## config.mk

```make
export PLATFORM = sky130hd
export DESIGN_NAME = lvd_device_flat
export DESIGN_NICKNAME = d
export VERILOG_FILES = /design/src/inc/lvd_pkg.sv /design/src/inc/lvd_if.sv /design/src/hdl/lvd_volt_map.sv /design/src/hdl/lvd_device.sv /design/src/flat_wrapper.sv
export SDC_FILE = /design/constraint.sdc
export NUM_CORES = 1
export LEC_CHECK = 0
export BUFFER_PORTS_ARGS = -buffer_cell sky130_fd_sc_hd__buf_4
export CORE_MARGIN = 3
export CORE_UTILIZATION = 44
export DETAILED_ROUTE_END_ITERATION = 16
export PLACE_DENSITY = 0.71
export SLEW_MARGIN = 25
export SYNTH_ARGS = -nofsm -noshare
export SYNTH_HDL_FRONTEND = slang
export SYNTH_SLANG_ARGS = --single-unit
export TNS_END_PERCENT = 20
```

## constraint.sdc

```tcl
create_clock -name sys_clk_i -period 10.65 [get_ports sys_clk_i]
set_clock_uncertainty 0.1 [all_clocks]
set_input_delay 0.5325 -clock sys_clk_i [delete_from_list [all_inputs] [get_ports sys_clk_i]]
set_output_delay 0.5325 -clock sys_clk_i [all_outputs]
set_load 0.005 [all_outputs]
```

## src/inc/lvd_pkg.sv

```systemverilog
// package: command codes, field positions, reset values for the voltage/temp command decoder
package lvd_pkg;
   // ****************************************
   // command byte layout
   // ****************************************
   localparam logic [1:0] LVD_RS_VOLT = 2'h0;     // register select for voltage and bias
   localparam logic [1:0] LVD_RS_TEMP = 2'h2;     // register select for temperature commands
   localparam logic [2:0] LVD_OP_VMSB = 3'h2;     // bits 7..5 of the voltage upper-part command
   localparam logic [3:0] LVD_OP_VLSB = 4'h6;     // bits 7..4 of the voltage lower-part command
   localparam logic [5:0] LVD_OP_BIAS = 6'h34;    // bits 7..2 of the bias command
   localparam logic [4:0] LVD_OP_TCTL = 5'h00;    // bits 7..3 of the temperature control command
   localparam logic [4:0] LVD_OP_THR1 = 5'h07;    // bits 7..3 of threshold one
   localparam logic [4:0] LVD_OP_THR2 = 5'h08;
   localparam logic [4:0] LVD_OP_THR3 = 5'h09;
   localparam logic [4:0] LVD_OP_THR4 = 5'h0a;
   localparam int LVD_BIT_TCE = 2;                 // compensation enable position
   localparam int LVD_BIT_TMF = 1;                 // filter enable position
   localparam int LVD_BIT_TME = 0;                 // measurement enable position
   // ****************************************
   // reset values and limits
   // ****************************************
   localparam logic [8:0] LVD_VCODE_RST = 9'h000;
   localparam logic [8:0] LVD_VCODE_MAX = 9'h10c;  // codes at or above give the top level
   localparam logic [15:0] LVD_BASE_MV = 16'h0fa0; // 4000 mV at code zero
   localparam logic [15:0] LVD_STEP_MV = 16'h001e; // 30 mV per code step
   localparam logic [1:0] LVD_BIAS_RST = 2'h0;
   localparam logic [1:0] LVD_BIAS_HALF = 2'h2;
   localparam logic [1:0] LVD_BIAS_THIRD = 2'h3;
   localparam logic [2:0] LVD_THR_RST = 3'h0;
   // bias ratio encoding presented to the analogue side
   typedef enum logic [2:0] {
      LVD_RATIO_QUARTER = 3'b001,
      LVD_RATIO_THIRD = 3'b010,
      LVD_RATIO_HALF = 3'b100
   } lvd_ratio_t;
endpackage : lvd_pkg

```

## src/inc/lvd_if.sv

```systemverilog
// interface: serial command byte channel between host and device
`timescale 1ns/1ps
interface lvd_if;
   logic cmd_valid;            // one-cycle strobe, command byte present
   logic cmd_read;             // read/write flag, 0 = write
   logic [1:0] register_select;
   logic [7:0] cmd_byte;
   modport host (output cmd_valid, output cmd_read, output register_select, output cmd_byte);
   modport device (input cmd_valid, input cmd_read, input register_select, input cmd_byte);
endinterface : lvd_if

```

## src/hdl/lvd_volt_map.sv

```systemverilog
// module: maps drive code and bias code to millivolt level and bias ratio
`timescale 1ns/1ps
module lvd_volt_map
   import lvd_pkg::*;
(
   input wire logic [8:0] code_i,
   input wire logic [1:0] bias_i,
   input wire logic static_mode_i,
   output logic [15:0] level_mv_o,
   output logic [2:0] ratio_o,
   output logic ratio_used_o
);
   logic [8:0] sat_code;
   // ****************************************
   // level arithmetic
   // ****************************************
   // saturate at top code
   always_comb begin
      sat_code = (code_i >= LVD_VCODE_MAX) ? LVD_VCODE_MAX : code_i;
   end
   always_comb begin
      level_mv_o = 16'(LVD_BASE_MV + 16'(sat_code) * LVD_STEP_MV);
   end
   // ****************************************
   // bias decode
   // ****************************************
   // bias code to ratio
   always_comb begin
      unique case (bias_i)
         LVD_BIAS_THIRD: ratio_o = LVD_RATIO_THIRD;
         LVD_BIAS_HALF: ratio_o = LVD_RATIO_HALF;
         default: ratio_o = LVD_RATIO_QUARTER;
      endcase
      ratio_used_o = !static_mode_i;
   end
endmodule : lvd_volt_map

```

## src/hdl/lvd_device.sv

```systemverilog
// module: device end, decodes voltage, bias and temperature commands
`timescale 1ns/1ps
// Notes on behaviour
// - opcode 010 loads voltage code bits 8..4
// - opcode 0110 loads voltage code bits 3..0
// - code zero 4 V, saturate at 10Ch
// - each code step adds 30 mV
// - bias command sets two-bit bias selector
// - static mode ignores bias selector
// - temperature control sets three enable bits
// - measurement enable gates sensor and readout
// - filter enable chooses filtered or raw result
// - compensation enable gates voltage adjustment; the device only outputs it on temp_comp_enable_o, drive level ignores it
// - four threshold commands store three-bit codes
// - host uses select 10 temp, 00 voltage
module lvd_device
   import lvd_pkg::*;
(
   input wire logic sys_clk_i,
   input wire logic rst_n_i,
   lvd_if.device link,
   input wire logic static_mode_i,           // static drive mode selected elsewhere
   input wire logic [7:0] raw_temp_i,        // unfiltered sensor result
   input wire logic [7:0] filt_temp_i,       // filtered sensor result
   output logic [8:0] drive_code_o,
   output logic [15:0] drive_level_mv_o,
   output logic [2:0] bias_ratio_o,
   output logic bias_used_o,
   output logic [1:0] bias_select_o,
   output logic temp_comp_enable_o,
   output logic temp_filter_enable_o,
   output logic temp_measure_enable_o,
   output logic [7:0] temperature_result_o,
   output logic readout_valid_o,
   output logic [2:0] threshold_one_code_o,
   output logic [2:0] threshold_two_code_o,
   output logic [2:0] threshold_three_code_o,
   output logic [2:0] threshold_four_code_o
);
   // ****************************************
   // held settings and derived path
   // ****************************************
   // command settings, one register per field
   logic [8:0] vcode_reg, vcode_next;
   logic [1:0] bias_reg, bias_next;
   logic tce_reg, tce_next;
   logic tmf_reg, tmf_next;
   logic tme_reg, tme_next;
   logic [2:0] thr_reg [4];
   logic [2:0] thr_next [4];
   // registered copies of the mapped outputs and of the temperature readout
   logic [15:0] level_reg, level_next;
   logic [2:0] ratio_reg, ratio_next;
   logic used_reg, used_next;
   logic [7:0] temp_reg, temp_next;
   logic rdv_reg, rdv_next;
   // mapper results, combinational
   logic [15:0] map_level;
   logic [2:0] map_ratio;
   logic map_used;
   // write strobes, one per select group
   logic wr_volt, wr_temp;

   // index of a threshold opcode, or 3'h4 if none
   // the spare index means no threshold is stored
   function automatic logic [2:0] thr_index(input logic [4:0] op);
      unique case (op)
         LVD_OP_THR1: thr_index = 3'h0;
         LVD_OP_THR2: thr_index = 3'h1;
         LVD_OP_THR3: thr_index = 3'h2;
         LVD_OP_THR4: thr_index = 3'h3;
         default: thr_index = 3'h4;
      endcase
   endfunction : thr_index

   // ****************************************
   // command decode
   // ****************************************
   // only writes are decoded; a read strobe changes nothing
   assign wr_volt = link.cmd_valid && !link.cmd_read && link.register_select == LVD_RS_VOLT;
   assign wr_temp = link.cmd_valid && !link.cmd_read && link.register_select == LVD_RS_TEMP;

   // setting next values
   always_comb begin
      logic [2:0] ti;
      ti = thr_index(link.cmd_byte[7:3]);
      vcode_next = vcode_reg;
      bias_next = bias_reg;
      tce_next = tce_reg;
      tmf_next = tmf_reg;
      tme_next = tme_reg;
      for (int i = 0; i < 4; i++) begin
         thr_next[i] = thr_reg[i];
      end
      if (wr_volt) begin
         if (link.cmd_byte[7:5] == LVD_OP_VMSB) begin
            vcode_next[8:4] = link.cmd_byte[4:0];
         end
         if (link.cmd_byte[7:4] == LVD_OP_VLSB) begin
            vcode_next[3:0] = link.cmd_byte[3:0];
         end
         if (link.cmd_byte[7:2] == LVD_OP_BIAS) begin
            bias_next = link.cmd_byte[1:0];
         end
      end
      if (wr_temp) begin
         if (link.cmd_byte[7:3] == LVD_OP_TCTL) begin
            tce_next = link.cmd_byte[LVD_BIT_TCE];
            tmf_next = link.cmd_byte[LVD_BIT_TMF];
            tme_next = link.cmd_byte[LVD_BIT_TME];
         end
         if (ti != 3'h4) begin
            thr_next[ti[1:0]] = link.cmd_byte[2:0];
         end
      end
   end

   // ****************************************
   // derived outputs
   // ****************************************
   // level and bias ratio from the held code
   lvd_volt_map u_map (
      .code_i(vcode_reg),
      .bias_i(bias_reg),
      .static_mode_i(static_mode_i),
      .level_mv_o(map_level),
      .ratio_o(map_ratio),
      .ratio_used_o(map_used)
   );

   // readout and voltage path next values
   always_comb begin
      // voltage path follows the mapper
      level_next = map_level;
      ratio_next = map_ratio;
      used_next = map_used;
      rdv_next = tme_reg;
      temp_next = 8'h00;
      if (tme_reg) begin
         temp_next = tmf_reg ? filt_temp_i : raw_temp_i;
      end
   end

   // registers, every field back to its default under reset
   always_ff @(posedge sys_clk_i) begin
      if (!rst_n_i) begin
         // command settings
         vcode_reg <= LVD_VCODE_RST;
         bias_reg <= LVD_BIAS_RST;
         tce_reg <= 1'b0;
         tmf_reg <= 1'b0;
         tme_reg <= 1'b0;
         for (int i = 0; i < 4; i++) begin
            thr_reg[i] <= LVD_THR_RST;
         end
         // derived path
         level_reg <= LVD_BASE_MV;
         ratio_reg <= LVD_RATIO_QUARTER;
         used_reg <= 1'b0;
         temp_reg <= 8'h00;
         rdv_reg <= 1'b0;
      end else begin
         // command settings
         vcode_reg <= vcode_next;
         bias_reg <= bias_next;
         tce_reg <= tce_next;
         tmf_reg <= tmf_next;
         tme_reg <= tme_next;
         for (int i = 0; i < 4; i++) begin
            thr_reg[i] <= thr_next[i];
         end
         // derived path
         level_reg <= level_next;
         ratio_reg <= ratio_next;
         used_reg <= used_next;
         temp_reg <= temp_next;
         rdv_reg <= rdv_next;
      end
   end

   // ****************************************
   // outputs, straight from the registers
   // ****************************************
   // voltage code, level and bias
   assign drive_code_o = vcode_reg;
   assign drive_level_mv_o = level_reg;
   assign bias_ratio_o = ratio_reg;
   assign bias_used_o = used_reg;
   assign bias_select_o = bias_reg;
   assign temp_comp_enable_o = tce_reg;
   assign temp_filter_enable_o = tmf_reg;
   assign temp_measure_enable_o = tme_reg;
   assign temperature_result_o = temp_reg;
   assign readout_valid_o = rdv_reg;
   assign threshold_one_code_o = thr_reg[0];
   assign threshold_two_code_o = thr_reg[1];
   assign threshold_three_code_o = thr_reg[2];
   assign threshold_four_code_o = thr_reg[3];
endmodule : lvd_device

```

## src/flat_wrapper.sv

```systemverilog
// flat-port wrapper written by rule: the top's interface ports become plain ports
module lvd_device_flat import lvd_pkg::*;
  (sys_clk_i, rst_n_i, static_mode_i, raw_temp_i, filt_temp_i, drive_code_o, drive_level_mv_o, bias_ratio_o, bias_used_o, bias_select_o, temp_comp_enable_o, temp_filter_enable_o, temp_measure_enable_o, temperature_result_o, readout_valid_o, threshold_one_code_o, threshold_two_code_o, threshold_three_code_o, threshold_four_code_o, link_cmd_valid, link_cmd_read, link_register_select, link_cmd_byte);
  lvd_if link_i ();
  input wire logic sys_clk_i;
  input wire logic rst_n_i;
  input wire logic static_mode_i;
  input wire logic [7:0] raw_temp_i;
  input wire logic [7:0] filt_temp_i;
  output logic [8:0] drive_code_o;
  output logic [15:0] drive_level_mv_o;
  output logic [2:0] bias_ratio_o;
  output logic bias_used_o;
  output logic [1:0] bias_select_o;
  output logic temp_comp_enable_o;
  output logic temp_filter_enable_o;
  output logic temp_measure_enable_o;
  output logic [7:0] temperature_result_o;
  output logic readout_valid_o;
  output logic [2:0] threshold_one_code_o;
  output logic [2:0] threshold_two_code_o;
  output logic [2:0] threshold_three_code_o;
  output logic [2:0] threshold_four_code_o;
  input wire logic [$bits(link_i.cmd_valid)-1:0] link_cmd_valid;
  input wire logic [$bits(link_i.cmd_read)-1:0] link_cmd_read;
  input wire logic [$bits(link_i.register_select)-1:0] link_register_select;
  input wire logic [$bits(link_i.cmd_byte)-1:0] link_cmd_byte;
  assign link_i.cmd_valid = link_cmd_valid;
  assign link_i.cmd_read = link_cmd_read;
  assign link_i.register_select = link_register_select;
  assign link_i.cmd_byte = link_cmd_byte;
  lvd_device u_core (.sys_clk_i(sys_clk_i), .rst_n_i(rst_n_i), .link(link_i), .static_mode_i(static_mode_i), .raw_temp_i(raw_temp_i), .filt_temp_i(filt_temp_i), .drive_code_o(drive_code_o), .drive_level_mv_o(drive_level_mv_o), .bias_ratio_o(bias_ratio_o), .bias_used_o(bias_used_o), .bias_select_o(bias_select_o), .temp_comp_enable_o(temp_comp_enable_o), .temp_filter_enable_o(temp_filter_enable_o), .temp_measure_enable_o(temp_measure_enable_o), .temperature_result_o(temperature_result_o), .readout_valid_o(readout_valid_o), .threshold_one_code_o(threshold_one_code_o), .threshold_two_code_o(threshold_two_code_o), .threshold_three_code_o(threshold_three_code_o), .threshold_four_code_o(threshold_four_code_o));
endmodule
```

==> results.md, run 1 <==
- Status: complete, no violations
- Crit Path Category: register to register
- Hold Slack: roughly 260 ps
- Die area: ~8000 µm²
- Hold Path Cell Cnt: 2
- Final #Nets: 468
- Drt total wl: 6.69 mm
- Yosys top cell area share: 0.345
- Setup crit end: u_core.drive_level_mv_o[10]$_SDFF_PN1_
- Ys async rst share: 0
- Cells after Synth: 332
- CTS tree: built
- FF-to-FF End: u_core.drive_level_mv_o[10]$_SDFF_PN1_
- Synthesis-to-layout area growth: 25.7%
- Max reg flops: 14
- Slew headroom: 0.367
- Crit path arrival time: about 4600 ps
- GRT Residual Overflow: 0
- # H-tree levels: 2
- Worst-path fanout max: 9
- Port bufs: 83
- RD Place Congestion: 0.768
- Final Hold Vio Count: 0
- Clock transition at path regs: 100 ps
- Worst r2r src: u_core.drive_code_o[3]$_SDFFE_PN0P_
- Yosys top cell by area: dfxtp_1
- Die X: 89.6 µm
- Post-route antenna net violation count: 0
- Cell variety after synth: 57
- Initial antenna violation count: 0
- Post-synth EDFFs: 0
- CTS root buffer: clkbuf_8
- DRT Pass-1 Iters: 4
- # hold bufs at CTS: 0
- YS warnings: 0
- Slew @ Worst Pin: 944 ps
- DR vias/cell: 4.93
- Max IR drop VDD: 0.0615 mV
- Final worst path period share: 0.423
- Synth area leaders: dfxtp_1, mux2i_1, ha_1, fa_1, nor2_1
- Highest clock rate: between 200 and 250 MHz
- Fill count: 610
- Drt wl/cell: 13.3 µm
- Core area: between 6000 and 7000 µm²
- CTS Buf Count: 5
- Via count: 2476
- Top-count cell post-synth: dfxtp_1
- Pre-CTS WS: 6210 ps
- Main synth FF type: dfxtp_1
- FP Rows: 29
- First-pass GRT wire length: 10.5 mm
- Synthesized cell area: around 3100 µm²
- I/O pin total: 86
- Layout Cells excl Fill: 502
- Initial Util: 0.468
- Share of cells above drive strength 1: 0.262
- Worst hold path class: input port to register
- Post-DP HPWL: 5.20 mm
- Number of global-route vias before repair: 2207
- CP Launch Type: register
- Min Tclk post-route: between 4000 and 5000 ps
- Clock buffer depth: 2
- Starting DRC count in detailed routing: around 90
- Total clock sinks: 53
- Leak Pwr: 1.88 nW
- Unrepaired setup endpoints after global routing: no
- Clock Latency Late Sink: 310 ps
- Post-synth top cells: dfxtp_1, nor2_1, mux2i_1
- Cts repair resizes: 0
- R2R setup slack: 6150 ps
- Yosys reg bits: 53
- Register area: about 1100 µm²
- Drc violations: 0
- P per Cell Area: 94.9 nW/µm²
- Setup TNS: 0 ps
- Worst setup EP type: register
- Postcts setup bufs: 0
- # diodes: 0
- Overall global routing resource usage: 0.164
- Post-Syn Area per Cell: a little over 9 µm²
- Final Max Tran Viols: 0
- MaxCap Viol Count: 0
- FF-to-FF path depth: 15
- CP startpoint: u_core.drive_code_o[3]$_SDFFE_PN0P_
- CP required: 10760 ps
- Seq/Total Area, Yosys: 0.345
- Pin count of the biggest net entering global routing: 33
- Placed cell count: 494
- Multi-input logic area: 1840 µm²
- Worst setup margin: between 6000 and 7000 ps
- Die H: 89.6 µm
- # setup viols final: 0
==> per-stage QoR <==
step	area, µm²	total power [mW]	util
after floorplan	3080	0.216	-
after global placement	3750	0.229	0.572
after detailed placement	3750	0.230	0.572
after CTS	3870	0.369	0.589
after global routing	3870	0.380	0.589
final	3870	0.367	0.589
==> placed cells by master, fill, tap and decap left out, types with 2 or more instances in the layout <==
cell type,n
inv_1,28
or2_1,2
o31ai_1,2
ha_1,18
nor3_1,5
nand3_1,4
a21o_1,2
o21ai_0,6
and2_1,3
nor4_2,2
nand2b_1,7
buf_4,83
mux2i_1,35
xor2_1,3
a221o_1,2
a211oi_1,2
fa_1,11
conb_1,2
nand2_1,19
xnor2_1,9
nor2_1,51
o21a_1,3
clkbuf_8,5
or3_1,4
and3_1,4
nor2b_1,3
dfxtp_1,53
a21oi_1,9
==> logic make-up after synthesis <==
family / Yosys count / share of synthesized area
buf+inv: 44 / 0.0565
simple gates: 114 / 0.182
xor+xnor: 13 / 0.0415
other cells: 1 / 0.00122
compound gates: 42 / 0.112
flops: 53 / 0.345
mux: 35 / 0.114
fa+ha+maj: 30 / 0.148
==> where the power goes <==
| part | switching, mW | internal [mW] | leakage [nW] |
|---|---|---|---|
| Combinational | 0.0120 | 0.0132 | 1.39 |
| Sequential | 0.000483 | 0.199 | 0.428 |
| Clock | 0.0713 | 0.0706 | 0.0585 |
| Total | 0.0838 | 0.283 | 1.88 |
==> critical path, stage by stage, from the launching register on <==
cell	delay [ps]
dfxtp_1	420
a211o_1	340
o31ai_1	590
nand2b_1	130
ha_1	260
nor2_1	140
fa_1	430
inv_1	70
ha_1	280
nor2b_1	190
o21a_1	180
or3_1	360
a22oi_2	320
nand3_1	150
xnor3_1	330
nand2b_1	140
==> metal layers <==
layer	track usage	routed length [µm]	up-vias
met2	0.261	3210	45
met5	0	0	-
met4	0.0609	144	0
li1	-	-	1268
met3	0.0283	243	8
met1	0.224	3090	1155
==> worst min path at each step <==
stage | slack [ps] | start | endpoint
after floorplan | 310 | u_core.bias_select_o[1]$_SDFFE_PN0P_ | u_core.bias_ratio_o[0]$_SDFF_PN1_
after global placement | 330 | u_core.bias_select_o[1]$_SDFFE_PN0P_ | u_core.bias_ratio_o[0]$_SDFF_PN1_
after detailed placement | 340 | u_core.bias_select_o[1]$_SDFFE_PN0P_ | u_core.bias_ratio_o[0]$_SDFF_PN1_
after CTS | 260 | static_mode_i | u_core.bias_used_o$_SDFF_PN0_
after global routing | 260 | static_mode_i | u_core.bias_used_o$_SDFF_PN0_
final | 260 | static_mode_i | u_core.bias_used_o$_SDFF_PN0_
==> final cells by class <==
class,instances,area share
inverters,29,0.0282
flip-flops and latches,53,0.274
well taps,93,0.0301
clock buffers,5,0.0178
multi-input cells,236,0.477
repair buffers,83,0.161
clock inverters,3,0.0113
(Power assumes the default switching activity.)
==> run 2, diff against run 1 <==
- clock period: 10.65 -> 4.2 ns (I/O delays scaled with it)
==> run 2 against run 1 <==
Worst hold slack got worse by 230 ps. Combinational power rose to 2.7 times the previous value. Via count rose by 2.2%. Sequential share of layout area fell by 0.93 points. Critical path type unchanged.
==> results.md, run 2 (synthesis gave the netlist of run 1 again) <==
- Status: complete, no violations
- I/O pin total: 86 (unchanged)
- Max IR drop VDD: 0.165 mV (+170%)
- CTS root buffer: clkbuf_8
- Max reg flops: 14 (unchanged)
- Pin count of the biggest net entering global routing: 33 (unchanged)
- Hold Slack: 29.5 ps (-230 ps)
- Via count: 2531 (+2.2%)
- Hold Path Cell Cnt: 3 (+1)
- Clock Latency Late Sink: 310 ps (about the same)
- Starting DRC count in detailed routing: 101 (+13%)
- # setup viols final: 0 (unchanged)
- CP Launch Type: register
- Total clock sinks: 53 (unchanged)
- CP required: 4270 ps (-6490 ps)
- Final Max Tran Viols: 0 (unchanged)
- Die X: 89.6 µm (unchanged)
- Share of cells above drive strength 1: 0.301 (+0.0398)
- Global route hottest layer: met2
- Die H: 89.6 µm (unchanged)
- Synthesis-to-layout area growth: 30.1%
- Min Tclk post-route: 4010 ps (-497 ps)
- Number of global-route vias before repair: 2378 (+7.7%)
- Core area: 6570 µm² (unchanged)
- Tot Pwr: 929 µW (+150%)
- R2R setup slack: 190 ps (-5950 ps)
- RD Place Congestion: 0.866 (+13%)
- FF-to-FF End: u_core.drive_level_mv_o[12]$_SDFF_PN0_
- Slew headroom: 0.353 (-0.0143)
- First-pass GRT wire length: 11.0 mm (+4.6%)
- # H-tree levels: 2 (unchanged)
- DRT Pass-1 Iters: 5 (+1)
- Worst setup EP type: register
- CTS Buf Count: 5 (unchanged)
- Setup TNS: 0 ps (unchanged)
- Clock buffer depth: 2 (unchanged)
- Commonest cells after routing, fill and taps aside: buf_4, dfxtp_1, nor2_1
- Highest clock rate: 250 MHz (+12%)
- GR Util met1: 0.227 (+0.00321)
- Crit path arrival time: 4080 ps (-540 ps)
- GR Layer Usage met2: 0.288 (+0.0266)
- MaxCap Viol Count: 0 (unchanged)
- Drt total wl: 6.76 mm (+0.94%)
- DR vias/cell: 4.95 (+0.42%)
- FP Rows: 29 (unchanged)
- Slew @ Worst Pin: 965 ps (+21.3 ps)
- Hold endpoint: u_core.temperature_result_o[5]$_SDFF_PN0_
- Overall global routing resource usage: 0.171 (+0.00656)
- Initial Util: 0.468 (unchanged)
- Post-route antenna net violation count: 0 (unchanged)
- Worst hold path class: input port to register
- HP Start: raw_temp_i[5]
- Post-DP HPWL: 5.30 mm (+2.0%)
- Final Hold Vio Count: 0 (unchanged)
- Final worst path period share: 0.954 (+0.531)
- Met3 global-route usage: 0.0246 (-0.00365)
- Crit Path Category: register to register
- Drc violations: 0 (unchanged)
- CTS tree: built
- P per Cell Area: 232 nW/µm² (+140%)
- Clock transition at path regs: 100 ps (about the same)
- FF-to-FF path depth: 16 (+1)
- Port bufs: 83 (unchanged)
- Final #Nets: 477 (+1.9%)
- Worst-path fanout max: 6 (-3)
- GRT Residual Overflow: 0 (unchanged)
- Initial antenna violation count: 0 (unchanged)
- Leak Pwr: 1.92 nW (+2.2%)
- Most common cell after layout, fill and taps aside: buf_4
- Die area: 8030 µm² (unchanged)
- # diodes: 0 (unchanged)
- Worst r2r src: u_core.drive_code_o[6]$_SDFFE_PN0P_
- Drt wl/cell: 13.2 µm (-0.84%)
==> run 2: changes by cell type in the layout (fill, tap and decap cells not counted), moves of 2 or more <==
cell     previous run  this run
ha_1               18        16
nand2_1            19        17
ha_2                0         2
buf_4              83        91
nand2_2             0         2
==> run 2: worst max path at each step <==
stage	cells after the start	from	slack [ps]	end
2_1_floorplan	16	u_core.drive_code_o[3]$_SDFFE_PN0P_	50	u_core.drive_level_mv_o[10]$_SDFF_PN1_
3_3_place_gp	15	u_core.drive_code_o[6]$_SDFFE_PN0P_	130	u_core.drive_level_mv_o[10]$_SDFF_PN1_
3_5_place_dp	15	u_core.drive_code_o[6]$_SDFFE_PN0P_	100	u_core.drive_level_mv_o[10]$_SDFF_PN1_
4_1_cts	15	u_core.drive_code_o[6]$_SDFFE_PN0P_	60	u_core.drive_level_mv_o[10]$_SDFF_PN1_
5_1_grt	15	u_core.drive_code_o[6]$_SDFFE_PN0P_	-10	u_core.drive_level_mv_o[10]$_SDFF_PN1_
6_report	16	u_core.drive_code_o[6]$_SDFFE_PN0P_	190	u_core.drive_level_mv_o[12]$_SDFF_PN0_
==> run 2: timing repair <==
action | in CTS | in global routing
hold endpoints to repair | 1 | 0
hold buffers | 1 | 0
buffers inserted | 0 | 2
setup endpoints to repair | 0 | 6
gates resized for setup | 0 | 15
==> run 2: layout make-up <==
class / instances / area [µm²]
repair buffers: 92 / 693
well taps: 93 / 116
clock inverters: 3 / 43.8
fillers: 602 / 2570
clock buffers: 5 / 68.8
multi-input cells: 236 / 1910
inverters: 29 / 109
flip-flops and latches: 53 / 1060
==> run 2: through the flow <==
stage / util / worst slack, ps / cell area, µm² / std cells
6_report: 0.609 / 195 / 4000 / 511
4_1_cts: 0.597 / 64.8 / 3920 / 509
3_3_place_gp: 0.578 / 129 / 3800 / 500
3_5_place_dp: 0.578 / 95.5 / 3800 / 500
2_1_floorplan: - / 50.0 / 3080 / 333
5_1_grt: 0.609 / -15.0 / 4000 / 511
==> run 2: report_power, final <==
part / leakage, nW / total, mW / switching, mW / internal, mW
sequential: 0.428 / 0.506 / 0.00124 / 0.505
combinational: 1.43 / 0.0673 / 0.0313 / 0.0360
clock: 0.0585 / 0.356 / 0.177 / 0.179
total: 1.92 / 0.929 / 0.209 / 0.720
==> run 2: critical path, stage by stage (launching register included) <==
cell	delay, ps
dfxtp_1	370
a211o_1	300
o31ai_2	200
buf_4	180
nand2_1	60
ha_1	270
inv_1	50
fa_1	500
inv_1	40
ha_1	340
and2_4	180
a221oi_4	300
a21boi_4	110
or4_4	440
o311ai_4	110
and4_4	270
nor3_1	50
==> run 2: per-layer routing <==
metal  share of wire  up-vias
met5               0        -
met3           0.041        8
met4           0.012        0
li1                -     1284
met2            0.50       48
met1            0.45     1191
==> run 3, diff against run 2 <==
--- a/config.mk
+++ b/config.mk
@@ -11,2 +11,3 @@
 export DETAILED_ROUTE_END_ITERATION = 16
+export MAX_ROUTING_LAYER = met4
 export PLACE_DENSITY = 0.71
==> constraint.sdc (replaced) <==
create_clock -name sys_clk_i -period 4.2 [get_ports sys_clk_i]
set_clock_uncertainty 0.1 [all_clocks]
set_input_delay 0.42 -clock sys_clk_i [delete_from_list [all_inputs] [get_ports sys_clk_i]]
set_output_delay 0.42 -clock sys_clk_i [all_outputs]
set_load 0.005 [all_outputs]
==> run 3 against run 2 <==
Total power hardly changed. First-iteration DRC count is 18% lower. Sequential power is essentially flat. Non-clock buffer count is 1 lower. Register-to-register slack hardly changed. Wire length is essentially flat. Die area did not move. Cell area is 0.25% lower. Fmax barely moved. Highest routed layer unchanged. Critical path depth is the same.
==> results.md, run 3 (synthesis gave the netlist of run 1 again) <==
- DRT Pass-1 Iters: 4 (-1)
- Post-route antenna net violation count: 0 (unchanged)
- Max IR drop VDD: 0.165 mV (-0.12%)
- Worst setup EP type: register
- CTS tree: built
- # H-tree levels: 2 (unchanged)
- Pre-CTS WS: 95.5 ps (unchanged)
- Critical-path cell list: a211o_1 > o31ai_2 > buf_4 > nand2_1 > ha_1 > inv_1 > fa_1 > inv_1 > ha_1 > and2_4 > a221oi_4 > a21boi_4 > or4_4 > o311ai_4 > and4_4 > nor3_1
- Clock buffer depth: 2 (unchanged)
- Post-DP HPWL: 5.30 mm (unchanged)
- I/O pin total: 86 (unchanged)
- Crit-path max cell delay: 500 ps (about the same)
- Overall global routing resource usage: 0.176 (+0.00496)
- Final #Nets: 476 (-0.21%)
- First-pass GRT wire length: 11.0 mm (-0.13%)
- CTS root buffer: clkbuf_8
- Placed cell count: 500 (unchanged)
- Commonest cells after routing, fill and taps aside: buf_4, dfxtp_1, nor2_1
- Crit Path Category: register to register
- Total clock sinks: 53 (unchanged)
- Pin count of the biggest net entering global routing: 33 (unchanged)
- # setup viols final: 0 (unchanged)
- Highest clock rate: 250 MHz (about the same)
- Layout Cells excl Fill: 510 (-0.20%)
- Final Util: 0.608 (-0.00152)
- Kind of cell adding the most delay to the critical path: adder cells
- Clock transition at path regs: 100 ps (about the same)
- CTS Buf Count: 5 (unchanged)
- Port bufs: 83 (unchanged)
- GRT Residual Overflow: 0 (unchanged)
- Die X: 89.6 µm (unchanged)
- P per Cell Area: 233 nW/µm² (+0.15%)
- Drt wl/cell: 13.2 µm (+0.14%)
- Starting DRC count in detailed routing: 83 (-18%)
- Hold Slack: 148 ps (+119 ps)
- Core area: 6570 µm² (unchanged)
- Tot Pwr: 929 µW (about the same)
- Final worst path period share: 0.954 (about the same)
- Via count: 2520 (-0.43%)
- RD Place Congestion: 0.880 (+1.6%)
- DP Area: 3800 µm² (unchanged)
- Final Max Tran Viols: 0 (unchanged)
- Worst setup margin: 195 ps (+0.251 ps)
- Fin area: 3990 µm² (-0.25%)
- CP Launch Type: register
- Worst-path fanout max: 6 (unchanged)
- Setup TNS: 0 ps (unchanged)
- Initial Util: 0.468 (unchanged)
- Die H: 89.6 µm (unchanged)
- Drt total wl: 6.75 mm (about the same)
- CP required: 4270 ps (about the same)
- Die area: 8030 µm² (unchanged)
- Slowest-stage cell, CP: fa_1
- Buf/Inv on CP: 3 (unchanged)
- Leak Pwr: 1.91 nW (-0.22%)
- Most common cell after layout, fill and taps aside: buf_4
- Status: complete, no violations
- Min Tclk post-route: 4010 ps (-0.251 ps)
- Slew headroom: 0.363 (+0.0108)
- Clock Latency Late Sink: 310 ps (about the same)
- FP Rows: 29 (unchanged)
- DR vias/cell: 4.94 (-0.24%)
- # diodes: 0 (unchanged)
- Worst hold path class: input port to register
- Final Hold Vio Count: 0 (unchanged)
- Share of cells above drive strength 1: 0.302 (+0.000723)
- Slew @ Worst Pin: 949 ps (-16.0 ps)
- Number of global-route vias before repair: 2385 (+0.29%)
- MaxCap Viol Count: 0 (unchanged)
- Max reg flops: 14 (unchanged)
- Initial antenna violation count: 0 (unchanged)
- Drc violations: 0 (unchanged)
- Crit path arrival time: 4080 ps (about the same)
- Synthesis-to-layout area growth: 29.8%
## run 3: cell count changes in the layout (fill, tap and decap cells not counted), sizes merged
cell | before | now
dlygate4sd3 | 1 | 0
## run 3: worst register-to-register path, delay by kind of cell, from the launching register on
family / cells / cell delay [ps]
buf+inv: 3 / 270
simple gates: 5 / 1000
flops: 1 / 370
fa+ha+maj: 3 / 1110
compound gates: 5 / 1030
## run 3: what timing repair did
action | in CTS | in global routing
resized for setup | 0 | 15
endpoints found under the setup margin | 0 | 6
hold buffers | 0 | 0
endpoints found under the hold margin | 0 | 0
buffers inserted | 0 | 2
## run 3: path summary, 6_finish.rpt
check                                                     startpoint                                     end  slack, ps  cells after the start
worst min register to register  u_core.bias_select_o[1]$_SDFFE_PN0P_       u_core.bias_ratio_o[0]$_SDFF_PN1_        350                      1
worst min-delay path                                   static_mode_i           u_core.bias_used_o$_SDFF_PN0_        150                      2
worst max-delay path             u_core.drive_code_o[6]$_SDFFE_PN0P_  u_core.drive_level_mv_o[12]$_SDFF_PN0_        190                     16
worst max register to register   u_core.drive_code_o[6]$_SDFFE_PN0P_  u_core.drive_level_mv_o[12]$_SDFF_PN0_        190                     16
## run 3: area by class of cell
class | count | area (µm²)
sequential | 53 | 1060
fill | 603 | 2580
timing repair buffer | 91 | 683
clock buffer | 5 | 68.8
multi-input combinational | 236 | 1910
tap | 93 | 116
inverter | 29 | 109
clock inverter | 3 | 43.8
## run 3: power by group
| group | leakage (nW) | switching, mW | internal, mW |
|---|---|---|---|
| Clock | 0.0585 | 0.177 | 0.179 |
| Combinational | 1.43 | 0.0311 | 0.0354 |
| Sequential | 0.428 | 0.00123 | 0.505 |
## run 3: metal layers
metal  GRT usage  wire length (µm)  vias up
met5           -                 0        -
met4      0.0514                87        0
met3      0.0228               271        8
met2       0.288              3350       46
met1       0.228              3050     1182
li1            -                 -     1284
